### src/tfsr_pkg.sv
// constants, state codes and carrier types for the timed fault and status bank
`default_nettype none
package tfsr_pkg;
  // management command codes
  localparam logic [7:0] TFSR_CMD_CLEAR_FAULTS = 8'h03;
  localparam logic [7:0] TFSR_CMD_TON_RESP = 8'h63;
  localparam logic [7:0] TFSR_CMD_STATUS_BYTE = 8'h78;
  localparam logic [7:0] TFSR_CMD_STATUS_WORD = 8'h79;
  localparam logic [7:0] TFSR_CMD_STATUS_VOUT = 8'h7a;
  // response register fields
  localparam int TFSR_ACT_HI = 7;
  localparam int TFSR_ACT_LO = 6;
  localparam int TFSR_RETRY_HI = 5;
  localparam int TFSR_RETRY_LO = 3;
  localparam logic [2:0] TFSR_DELAY_FIXED = 3'h0;
  localparam logic [7:0] TFSR_TON_RESP_RST = 8'h00;
  // summary word bit positions
  localparam int TFSR_W_VOUT = 15;
  localparam int TFSR_W_INPUT = 13;
  localparam int TFSR_W_MFR = 12;
  localparam int TFSR_W_PNG = 11;
  localparam int TFSR_W_BUSY = 7;
  localparam int TFSR_W_OFF = 6;
  localparam int TFSR_W_VOUT_OV = 5;
  localparam int TFSR_W_VIN_UV = 3;
  localparam int TFSR_W_TEMP = 2;
  localparam int TFSR_W_CML = 1;
  localparam int TFSR_W_HIGH = 0;
  // output-voltage status bit positions
  localparam int TFSR_V_OV_F = 7;
  localparam int TFSR_V_OV_W = 6;
  localparam int TFSR_V_UV_W = 5;
  localparam int TFSR_V_UV_F = 4;
  localparam int TFSR_V_MAX = 3;
  localparam int TFSR_V_TON = 2;
  localparam logic [7:0] TFSR_VOUT_MASK = 8'hfc;
  localparam logic [15:0] TFSR_RETRY_RST = 16'h0000;

  typedef enum logic [3:0] {
    TFSR_OFF = 4'b0001,
    TFSR_ON = 4'b0010,
    TFSR_RETRY = 4'b0100,
    TFSR_LATCHED = 4'b1000
  } tfsr_state_t;

  // one-cycle fault and warning events from the monitors
  typedef struct packed {
    logic ton_max_fault;
    logic vout_ov_fault;
    logic vout_ov_warn;
    logic vout_uv_warn;
    logic vout_uv_fault;
    logic vout_max_fault;
    logic vin_uv_fault;
    logic input_fault;
    logic temp_fault;
    logic cml_fault;
    logic mfr_fault;
    logic other_shutdown;
  } tfsr_events_t;

  // decoded command from the serial front end
  typedef struct packed {
    logic wr;
    logic rd;
    logic [7:0] code;
    logic [15:0] wdata;
  } tfsr_cmd_t;

  typedef struct packed {
    tfsr_state_t fsm;
    logic [15:0] retry_cnt;
    logic [7:0] ton_resp;
    logic [7:0] vout;
    logic busy;
    logic vout_ov;
    logic vin_uv;
    logic temp;
    logic cml;
    logic input_f;
    logic mfr;
    logic alert;
    logic [15:0] rd_data;
    logic rd_valid;
    logic ctrl_s1;
    logic ctrl_s2;
    logic bias_s1;
    logic bias_s2;
    logic cmd_on_q;
  } tfsr_regs_t;
endpackage : tfsr_pkg
`default_nettype wire

### src/tfsr_bank.sv
// turn-on timeout fault response and summary status register bank
`default_nettype none

module tfsr_bank (
  // clock and reset
  input wire logic core_clk,
  input wire logic reset,
  // pins from outside the clock domain
  input wire logic ctrl_pin,
  input wire logic bias_sense_pin,
  // open-drain alert pin
  output logic alert_line_n_o,
  output logic alert_line_n_oe,
  // command port from the serial front end
  input wire tfsr_pkg::tfsr_cmd_t cmd,
  input wire logic dev_busy,
  output logic [15:0] rd_data,
  output logic rd_valid,
  // channel control and monitor inputs
  input wire logic operation_on,
  input wire logic power_good,
  input wire logic [15:0] retry_interval,
  input wire tfsr_pkg::tfsr_events_t ev,
  // channel output
  output logic chan_enable
);
  import tfsr_pkg::*;

  tfsr_regs_t s;
  tfsr_regs_t next_s;

  // summary word from the latched bits and live channel state
  function automatic logic [15:0] tfsr_word(input tfsr_regs_t r, input logic pg);
    logic [15:0] w;
    w = 16'h0000; // unsupported bits 14, 10, 9, 8, 4 stay zero
    w[TFSR_W_VOUT] = |r.vout;
    w[TFSR_W_INPUT] = r.input_f;
    w[TFSR_W_MFR] = r.mfr;
    w[TFSR_W_PNG] = ~pg;
    w[TFSR_W_BUSY] = r.busy;
    w[TFSR_W_OFF] = (r.fsm != TFSR_ON); // off for any reason
    w[TFSR_W_VOUT_OV] = r.vout_ov;
    w[TFSR_W_VIN_UV] = r.vin_uv;
    w[TFSR_W_TEMP] = r.temp;
    w[TFSR_W_CML] = r.cml;
    // summary of anything only the upper byte explains
    w[TFSR_W_HIGH] = (|r.vout) | r.input_f | r.mfr | ~pg;
    return w;
  endfunction : tfsr_word

  logic cmd_on;
  logic toggle;
  logic shut_act;
  logic retry_on;
  logic clr;
  logic accept;
  logic [15:0] word;

  // channel command, toggle detection and response decode
  always_comb begin
    cmd_on = s.ctrl_s2 & operation_on & s.bias_s2;
    toggle = cmd_on != s.cmd_on_q;
    // action 00 runs on; 01 and 1x both shut down
    shut_act = s.ton_resp[TFSR_ACT_HI] | s.ton_resp[TFSR_ACT_LO];
    retry_on = |s.ton_resp[TFSR_RETRY_HI:TFSR_RETRY_LO];
    accept = (cmd.wr | cmd.rd) & ~dev_busy;
    clr = (accept & cmd.wr & (cmd.code == TFSR_CMD_CLEAR_FAULTS)) | toggle;
    word = tfsr_word(s, power_good);
  end

  // whole next state in one place
  always_comb begin
    next_s = s;
    next_s.rd_valid = 1'b0;
    // two-stage synchronisers for the pins
    next_s.ctrl_s1 = ctrl_pin;
    next_s.ctrl_s2 = s.ctrl_s1;
    next_s.bias_s1 = bias_sense_pin;
    next_s.bias_s2 = s.bias_s1;
    next_s.cmd_on_q = cmd_on;

    // channel sequencing; shutdown has no delay stage at all
    unique case (s.fsm)
      TFSR_OFF: begin
        if (cmd_on) begin
          next_s.fsm = TFSR_ON;
        end
      end
      TFSR_ON: begin
        if (!cmd_on) begin
          next_s.fsm = TFSR_OFF;
        end else if (ev.other_shutdown) begin
          next_s.fsm = TFSR_LATCHED;
        end else if (ev.ton_max_fault && shut_act) begin
          if (retry_on) begin
            next_s.fsm = TFSR_RETRY;
            next_s.retry_cnt = retry_interval;
          end else begin
            next_s.fsm = TFSR_LATCHED;
          end
        end
      end
      TFSR_RETRY: begin
        // retries end on command off or another shutdown fault
        if (!cmd_on) begin
          next_s.fsm = TFSR_OFF;
        end else if (ev.other_shutdown) begin
          next_s.fsm = TFSR_LATCHED;
        end else if (s.retry_cnt == 16'h0000) begin
          next_s.fsm = TFSR_ON;
        end else begin
          next_s.retry_cnt = s.retry_cnt - 16'h0001;
        end
      end
      TFSR_LATCHED: begin
        // only a toggle or bias loss leaves here; clear faults does not
        if (toggle) begin
          next_s.fsm = TFSR_OFF;
        end
      end
    endcase

    // latched status: clear first, so a same-cycle event still sets
    if (clr) begin
      next_s.vout = 8'h00;
      next_s.busy = 1'b0;
      next_s.vout_ov = 1'b0;
      next_s.vin_uv = 1'b0;
      next_s.temp = 1'b0;
      next_s.cml = 1'b0;
      next_s.input_f = 1'b0;
      next_s.mfr = 1'b0;
    end
    // each fault and warning except other_shutdown sets its bits; the timeout only while on
    if (ev.vout_ov_fault) begin
      next_s.vout[TFSR_V_OV_F] = 1'b1;
      next_s.vout_ov = 1'b1;
    end
    if (ev.vout_ov_warn) begin
      next_s.vout[TFSR_V_OV_W] = 1'b1;
    end
    if (ev.vout_uv_warn) begin
      next_s.vout[TFSR_V_UV_W] = 1'b1;
    end
    if (ev.vout_uv_fault) begin
      next_s.vout[TFSR_V_UV_F] = 1'b1;
    end
    if (ev.vout_max_fault) begin
      next_s.vout[TFSR_V_MAX] = 1'b1;
    end
    // timeout flags even when the action lets the channel run
    if (ev.ton_max_fault && s.fsm == TFSR_ON) begin
      next_s.vout[TFSR_V_TON] = 1'b1;
    end
    if (ev.vin_uv_fault) begin
      next_s.vin_uv = 1'b1;
      next_s.input_f = 1'b1;
    end
    if (ev.input_fault) begin
      next_s.input_f = 1'b1;
    end
    if (ev.temp_fault) begin
      next_s.temp = 1'b1;
    end
    if (ev.cml_fault) begin
      next_s.cml = 1'b1;
    end
    if (ev.mfr_fault) begin
      next_s.mfr = 1'b1;
    end
    // a command that arrives while busy is dropped and flagged
    if ((cmd.wr | cmd.rd) && dev_busy) begin
      next_s.busy = 1'b1;
    end

    // command decode
    if (accept && cmd.wr) begin
      unique case (cmd.code)
        TFSR_CMD_TON_RESP: begin
          // delay bits cannot be written
          next_s.ton_resp = {cmd.wdata[TFSR_ACT_HI:TFSR_RETRY_LO], TFSR_DELAY_FIXED};
        end
        TFSR_CMD_CLEAR_FAULTS: begin
          next_s.ton_resp = s.ton_resp;
        end
        default: begin
          next_s.cml = 1'b1; // unwritable or unknown code
        end
      endcase
    end
    if (accept && cmd.rd) begin
      next_s.rd_valid = 1'b1;
      unique case (cmd.code)
        TFSR_CMD_TON_RESP: begin
          next_s.rd_data = {8'h00, s.ton_resp};
        end
        TFSR_CMD_STATUS_BYTE: begin
          next_s.rd_data = {8'h00, word[7:0]}; // same bits as the word low byte
        end
        TFSR_CMD_STATUS_WORD: begin
          next_s.rd_data = word;
        end
        TFSR_CMD_STATUS_VOUT: begin
          next_s.rd_data = {8'h00, s.vout & TFSR_VOUT_MASK};
        end
        default: begin
          next_s.rd_data = 16'h0000;
          next_s.cml = 1'b1;
        end
      endcase
    end

    // bias loss forgets faults and the latched-off state
    if (!s.bias_s2) begin
      next_s.fsm = TFSR_OFF;
      next_s.retry_cnt = TFSR_RETRY_RST;
      next_s.vout = 8'h00;
      next_s.busy = 1'b0;
      next_s.vout_ov = 1'b0;
      next_s.vin_uv = 1'b0;
      next_s.temp = 1'b0;
      next_s.cml = 1'b0;
      next_s.input_f = 1'b0;
      next_s.mfr = 1'b0;
    end

    // alert follows any latched bit, so clear faults releases it
    next_s.alert = (|next_s.vout) | next_s.busy | next_s.vout_ov | next_s.vin_uv
                 | next_s.temp | next_s.cml | next_s.input_f | next_s.mfr;
  end

  // state register; configuration survives bias loss, only reset clears it
  always_ff @(posedge core_clk) begin
    if (reset) begin
      s <= '0;
      s.fsm <= TFSR_OFF;
      s.ton_resp <= TFSR_TON_RESP_RST;
      s.retry_cnt <= TFSR_RETRY_RST;
    end else begin
      s <= next_s;
    end
  end

  // outputs straight from flip-flops except chan_enable, decoded from the state register, and alert_line_n_o, tied low; the pin only ever pulls low
  assign alert_line_n_o = 1'b0;
  assign alert_line_n_oe = s.alert;
  assign rd_data = s.rd_data;
  assign rd_valid = s.rd_valid;
  assign chan_enable = (s.fsm == TFSR_ON);
endmodule : tfsr_bank
`default_nettype wire

### config.mk
export PLATFORM = sky130hd
export DESIGN_NAME = tfsr_bank
export DESIGN_NICKNAME = d
export VERILOG_FILES = /design/src/tfsr_pkg.sv /design/src/tfsr_bank.sv
export SDC_FILE = /design/constraint.sdc
export NUM_CORES = 1
export LEC_CHECK = 0
export BUFFER_PORTS_ARGS = -buffer_cell sky130_fd_sc_hd__buf_4
export CAP_MARGIN = 15
export CORE_MARGIN = 2
export CORE_UTILIZATION = 50
export CTS_CLUSTER_SIZE = 28
export DETAILED_ROUTE_END_ITERATION = 6
export MAX_ROUTING_LAYER = met4
export PLACE_DENSITY = 0.76
export SYNTH_ARGS = -nofsm -noshare
export SYNTH_HDL_FRONTEND = slang
export SYNTH_SLANG_ARGS = --single-unit
### constraint.sdc
create_clock -name core_clk -period 4 [get_ports core_clk]
set_input_delay 0.8 -clock core_clk [delete_from_list [all_inputs] [get_ports core_clk]]
set_output_delay 0.8 -clock core_clk [all_outputs]
set_load 0.1 [all_outputs]
==> run metrics, run 1 <==
status finished, final reports clean; Die ar. between 6000 and 7000 um2; Max-cap violations 0; Sw Ratio 21.6%; CTS Sinks between 50 and 60; area share of the leading cell type in the synthesized netlist a little under two fifths; met3 Track Usage GR 4.55%; Residual DRC 0; number of synthesized flops with an enable pin 0; Final ANT Viol Nets 0; Critical Path Stages 7; CP Launch Type flip-flop; Worst VDD drop 196 uV; gr ovfl total 0; Synth area leaders dfxtp_1 (38%), a21oi_1 (6.1%), nor2_1 (4.7%); GR Util met1 between 30% and 40%; Die Y between 80 and 90 um; worst-margin pin slew 882 ps; max incr delay on CP 680 ps; fin crit period between 2000 and 3000 ps; internal cell power between 1000 and 1500 uW; pin count of the biggest net entering global routing 38; total track usage 25.1%; LEAKAGE ~0.0015 uW; Worst Path Buf+Inv 1; Setup Skew 7.35 ps; sequential share of the synthesized area 38.1%; area grow syn2layout 20.8%; vias in the first global route 2735; Inserted Diodes 0; CTS buffer count 9; Max Root-Sink Buffers 2; HP Class reg -> reg; Core Footprint 5960 um2; endpoint class of the critical path flip-flop; cts repair resizes 0; Clock Pin Slew Worst Setup and Hold Paths 70 ps; drt initial violations roughly 210; Post-synth top cells dfxtp_1 (59), nor2_1 (39), a21oi_1 (38); Syn. warnings 0; GR Util met2 a little under two fifths; Final Hold Vio Count 0; WL per Instance between 15 and 20 um; CTS hold repair buffers 0; f_max roughly 370 MHz; PD cells roughly 380 nW/um2; # IOs 81; Max FO, Critical Path 11; Max stage delay cell, worst path a22oi_1; WP data required approximately 4200 ps; RD Place Congestion 0.868; Worst Hold Depth 1; Rows 28; depth of the worst register-to-register path 7; crit-path cells inv_1, ha_1, or3b_2, nor4_4, a22oi_1, nand2_1, o32ai_1; DR vias between 2k and 3k; Seq pwr share about 42%; Tcrit/Tclk final about two thirds; max_slew headroom approximately two fifths; register bit total from synthesis 59; final wirelength 7820 um; Clk pwr share 49.8%; fin. max-slew vios 0; IO Port Bufs 64; Main synth FF type dfxtp_1; vias per inst around 6.0; Initial Util 52.1%; Crit Path Class reg -> reg; HPWL after detailed placement around 5700 um; CTS tree yes; most common cell in the netlist dfxtp_1; Worst Path Arrival about 3000 ps; Logic pwr share under 10%; Final nets around 480; fraction of layout cells with a size suffix above 1 a little under a quarter; Syn Area/Cell about 8.3 um2; CP top delay family compound AO/OA/AOI/OAI gates; initial antenna violation count 0; Post CTS Setup Buffer Count 0; fillcell total roughly 530; Pwr Total 1410 uW; Setup Total Neg Slack 0 ps; Async SR Flop Fraction 0%; RSZ-0062 raised after global routing false; H-tree lvl count 3; global-route wire length before repair roughly 13000 um; Switch Pwr roughly 300 uW; Cell Area, Synth 3100 um2; root buffer cell clkbuf_8; Yosys top cell by area dfxtp_1; Cell variety after synth just over 60; die width a little over 80 um; Hold Worst Slack between 400 and 500 ps; Clk Latency, worst-skew pair about 340 ps; final setup vio count 0; gr busiest metal met2; Syn Inst Count 375; router iterations before antenna repair 4
## area by class of cell
class	count	area, um2	area share (%)
flip-flops and latches	59	1180	31.5
well taps	75	93.8	2.50
repair buffers	69	518	13.8
clock inverters	4	95.1	2.54
multi-input cells	273	1670	44.6
clock buffers	12	165	4.41
inverters	5	23.8	0.634
## power by group through the flow
stage | Combinational (uW) | Sequential (uW) | Clock (uW)
CTS | 110 | 595 | 704
detailed placement | 110 | 608 | 0
global placement | 109 | 608 | 0
finish | 110 | 595 | 700
global route | 118 | 595 | 730
floorplan | 57.4 | 612 | 0
## logic make-up (layout without fill, tap and decap cells)
group                      Yosys count  after routing  share of synthesized area [%]
and+or+nand+nor                    152            152                           27.0
xor gates and xnor gates             1              1                          0.282
AOI/OAI and AO/OA                  114            114                           25.6
buffers and inverters               47             90                           8.59
DFF                                 59             59                           38.1
adders and majority gates            1              1                          0.403
other                                1              5                          0.121
## placed cells by master (no fill, tap or decap), drive strengths merged, types with 5 or more instances in the layout
master,count
a22oi,15
conb,5
nor2,40
nand2,34
nor3,11
nor2b,7
clkbuf,12
o211ai,5
o31ai,5
nand3,10
a32o,5
or3,5
buf,69
and3,6
a21oi,38
dfxtp,59
nor4,7
nand2b,7
o21ai,14
o32ai,7
## metal layers
| layer | routed length [um] | up-vias |
|---|---|---|
| li1 | - | 1451 |
| met4 | 86 | 0 |
| met1 | 3580 | 1411 |
| met2 | 3610 | 99 |
| met3 | 539 | 8 |
| met5 | 0 | - |
## sequential cells by signal, indices dropped and copies added, names as in the netlist
signal / cells
rd_valid: 1
next_s: 2
s: 43
alert_line_n_oe: 1
rd_data: 12
## worst paths after layout
kind	startpoint	end	slack, ps
worst min-delay path	next_s[3]	s[3]	430
worst max-delay path	s[46]	s[54]	1270
worst max register to register	s[46]	s[54]	1270
worst min register to register	next_s[3]	s[3]	430
## metrics by stage
step	worst slack [ps]	utilization [%]	std cells	cell area [um2]
after floorplan	1770	-	379	3120
after global placement	1300	58.6	481	3490
after detailed placement	1230	58.6	481	3490
after CTS	1310	62.9	497	3750
after global routing	1030	62.9	497	3750
final	1270	62.9	497	3750
Power figures use the tool's default switching activity.
==> run 2: changes to the inputs <==
Settings changed: ABC_AREA from default to 1, PLACE_DENSITY 0.76 to 0.75.
Clock period 4 ns to 2.63 ns, I/O delays scaled along.
==> run 2 against run 1 <==
Global-route usage down 2.3 points. Sequential power up 52%. Critical endpoint is now chan_enable. Register-to-register slack worse by 460 ps. Sequential cell count unchanged. Wire length down 1.1%. Via count up 10%.
==> run metrics, run 2 <==
CTS tree yes; initial antenna violation count 0; Core Footprint 6390 um2; final wirelength slightly below 8000 um; Largest register FFs 43; vias per inst 5.06; Initial Util 51.9%; HP Class in -> reg; max incr delay on CP around 320 ps; Clock Pin Slew Worst Setup and Hold Paths about 70 ps; DR vias around 3.3k; area share of the leading cell type in the synthesized netlist a little over a third; area grow syn2layout 19.2%; number of synthesized flops with an enable pin 0; Async SR Flop Fraction 0%; Max Root-Sink Buffers 2; Max FO, Critical Path 5; Tcrit/Tclk final about three quarters; RSZ-0062 raised after global routing false; vias in the first global route 2952; die width roughly 85 um; Post CTS Setup Buffer Count 0; Syn Area/Cell roughly 6.5 um2; Worst Path Arrival approximately 1500 ps; endpoint class of the critical path primary output; Cell variety after synth 39; Cell Area, Synth between 3000 and 4000 um2; status finished, final reports clean; sequential share of the synthesized area between 30 and 40%; Worst VDD drop about 370 uV; drt initial violations 187; register bit total from synthesis between 50 and 60; Max-cap violations 0; Setup Skew approximately 7.4 ps; Yosys top cell by area dfxtp_1; fin. max-slew vios 0; Switch Pwr between 400 and 500 uW; Rows 29; crit-path cells nor2_1, nand3_1, inv_2, buf_4; most frequent cells in the layout nand2_1 (119), nor2_1 (87), buf_4 (68); Syn Inst Count 513; Die ar. about 7300 um2; most common cell after layout, fill and taps aside nand2_1; most common cell in the netlist nand2_1; fraction of layout cells with a size suffix above 1 between 10% and 20%; Syn. warnings 0; Main synth FF type dfxtp_1; Final Hold Vio Count 0; final setup vio count 0; Pwr Total between 2000 and 2500 uW; CTS hold repair buffers 0; root buffer cell clkbuf_8; fin crit period ~2000 ps; RD Place Congestion roughly 0.9; Logic pwr share 9.3%; Inserted Diodes 0; Setup Total Neg Slack 0 ps; PD cells between 500 and 600 nW/um2; Max stage delay cell, worst path dfxtp_1; Seq pwr share between 40% and 50%; Post-synth top cells nand2_1 (119), nor2_1 (87), inv_1 (60); pin count of the biggest net entering global routing 27; Clk Latency, worst-skew pair between 300 and 400 ps; global-route wire length before repair roughly 13000 um; f_max 500 MHz; LEAKAGE about 0.0019 uW; WP data required 2100 ps; # IOs 81; router iterations before antenna repair 5; H-tree lvl count 3; Final nets between 600 and 700; CTS buffer count 9; Synth area leaders dfxtp_1 (36%), nand2_1 (13%), nor2_1 (9.9%); internal cell power 1530 uW; WL per Instance roughly 12 um; cts repair resizes 0; Clk pwr share ~46%; Crit Path Class reg -> out; Final ANT Viol Nets 0; Sw Ratio 24.2%; IO Port Bufs 64; Die Y between 80 and 90 um; Residual DRC 0; total track usage between 20% and 30%; HPWL after detailed placement approximately 5800 um; CTS Sinks 59; CP Launch Type flip-flop; Most flops, register s; gr ovfl total 0
## run 2: path summary, 6_finish.rpt
kind / startpoint / endpoint / slack (ps) / cells past startpoint
hold reg to reg: next_s[1] / s[1] / 400 / 2
hold / removal: bias_sense_pin / next_s[1] / 390 / 3
setup / recovery: s[64] / chan_enable / 630 / 4
setup reg to reg: s[1] / alert_line_n_oe / 810 / 10
## run 2: stage by stage
stage | std cells | instance area, um2 | utilization, % | setup WS (ps) | hold slack [ps]
after detailed placement | 630 | 3720 | 58.3 | 540 | 394
after global placement | 630 | 3720 | 58.3 | 532 | 390
after CTS | 646 | 3950 | 61.8 | 618 | 383
after global routing | 646 | 3950 | 61.8 | 555 | 400
after floorplan | 517 | 3330 | - | 931 | 388
final | 646 | 3950 | 61.8 | 630 | 391
## run 2: area by class of cell
type | instances | area, um2
fill | 604 | 2440
tap | 77 | 96.3
clock inverter | 6 | 88.8
sequential | 59 | 1180
timing repair buffer | 68 | 510
multi-input combinational | 358 | 1680
inverter | 68 | 259
clock buffer | 10 | 138
## run 2: logic make-up after synthesis
kind of cell | synth area share [%]
buffers and inverters | 14.2
and+or+nand+nor | 35.8
muxes | 0.604
other | 0.113
DFF | 35.6
adders and majority gates | 0.378
AOI/OAI and AO/OA | 11.9
xor gates and xnor gates | 1.32
## run 2: critical path: cells and delay by family, from the launching register on
family	cells	cell delay (ps)
buffers and inverters	2	470
flip-flops	1	320
AND/OR/NAND/NOR	2	350
## run 2: layer usage
metal | wire [um] | global-route usage, %
met3 | 411 | 5.54
met1 | 3620 | 28.8
met4 | 65 | 6.64
met2 | 3630 | 36.3
met5 | 0 | -
## run 2: power groups by stage
stage | Combinational (uW) | Sequential [uW] | Clock [uW]
finish | 188 | 907 | 929
global route | 206 | 908 | 992
CTS | 188 | 907 | 944
detailed placement | 187 | 928 | 0
global placement | 185 | 927 | 0
floorplan | 103 | 939 | 0
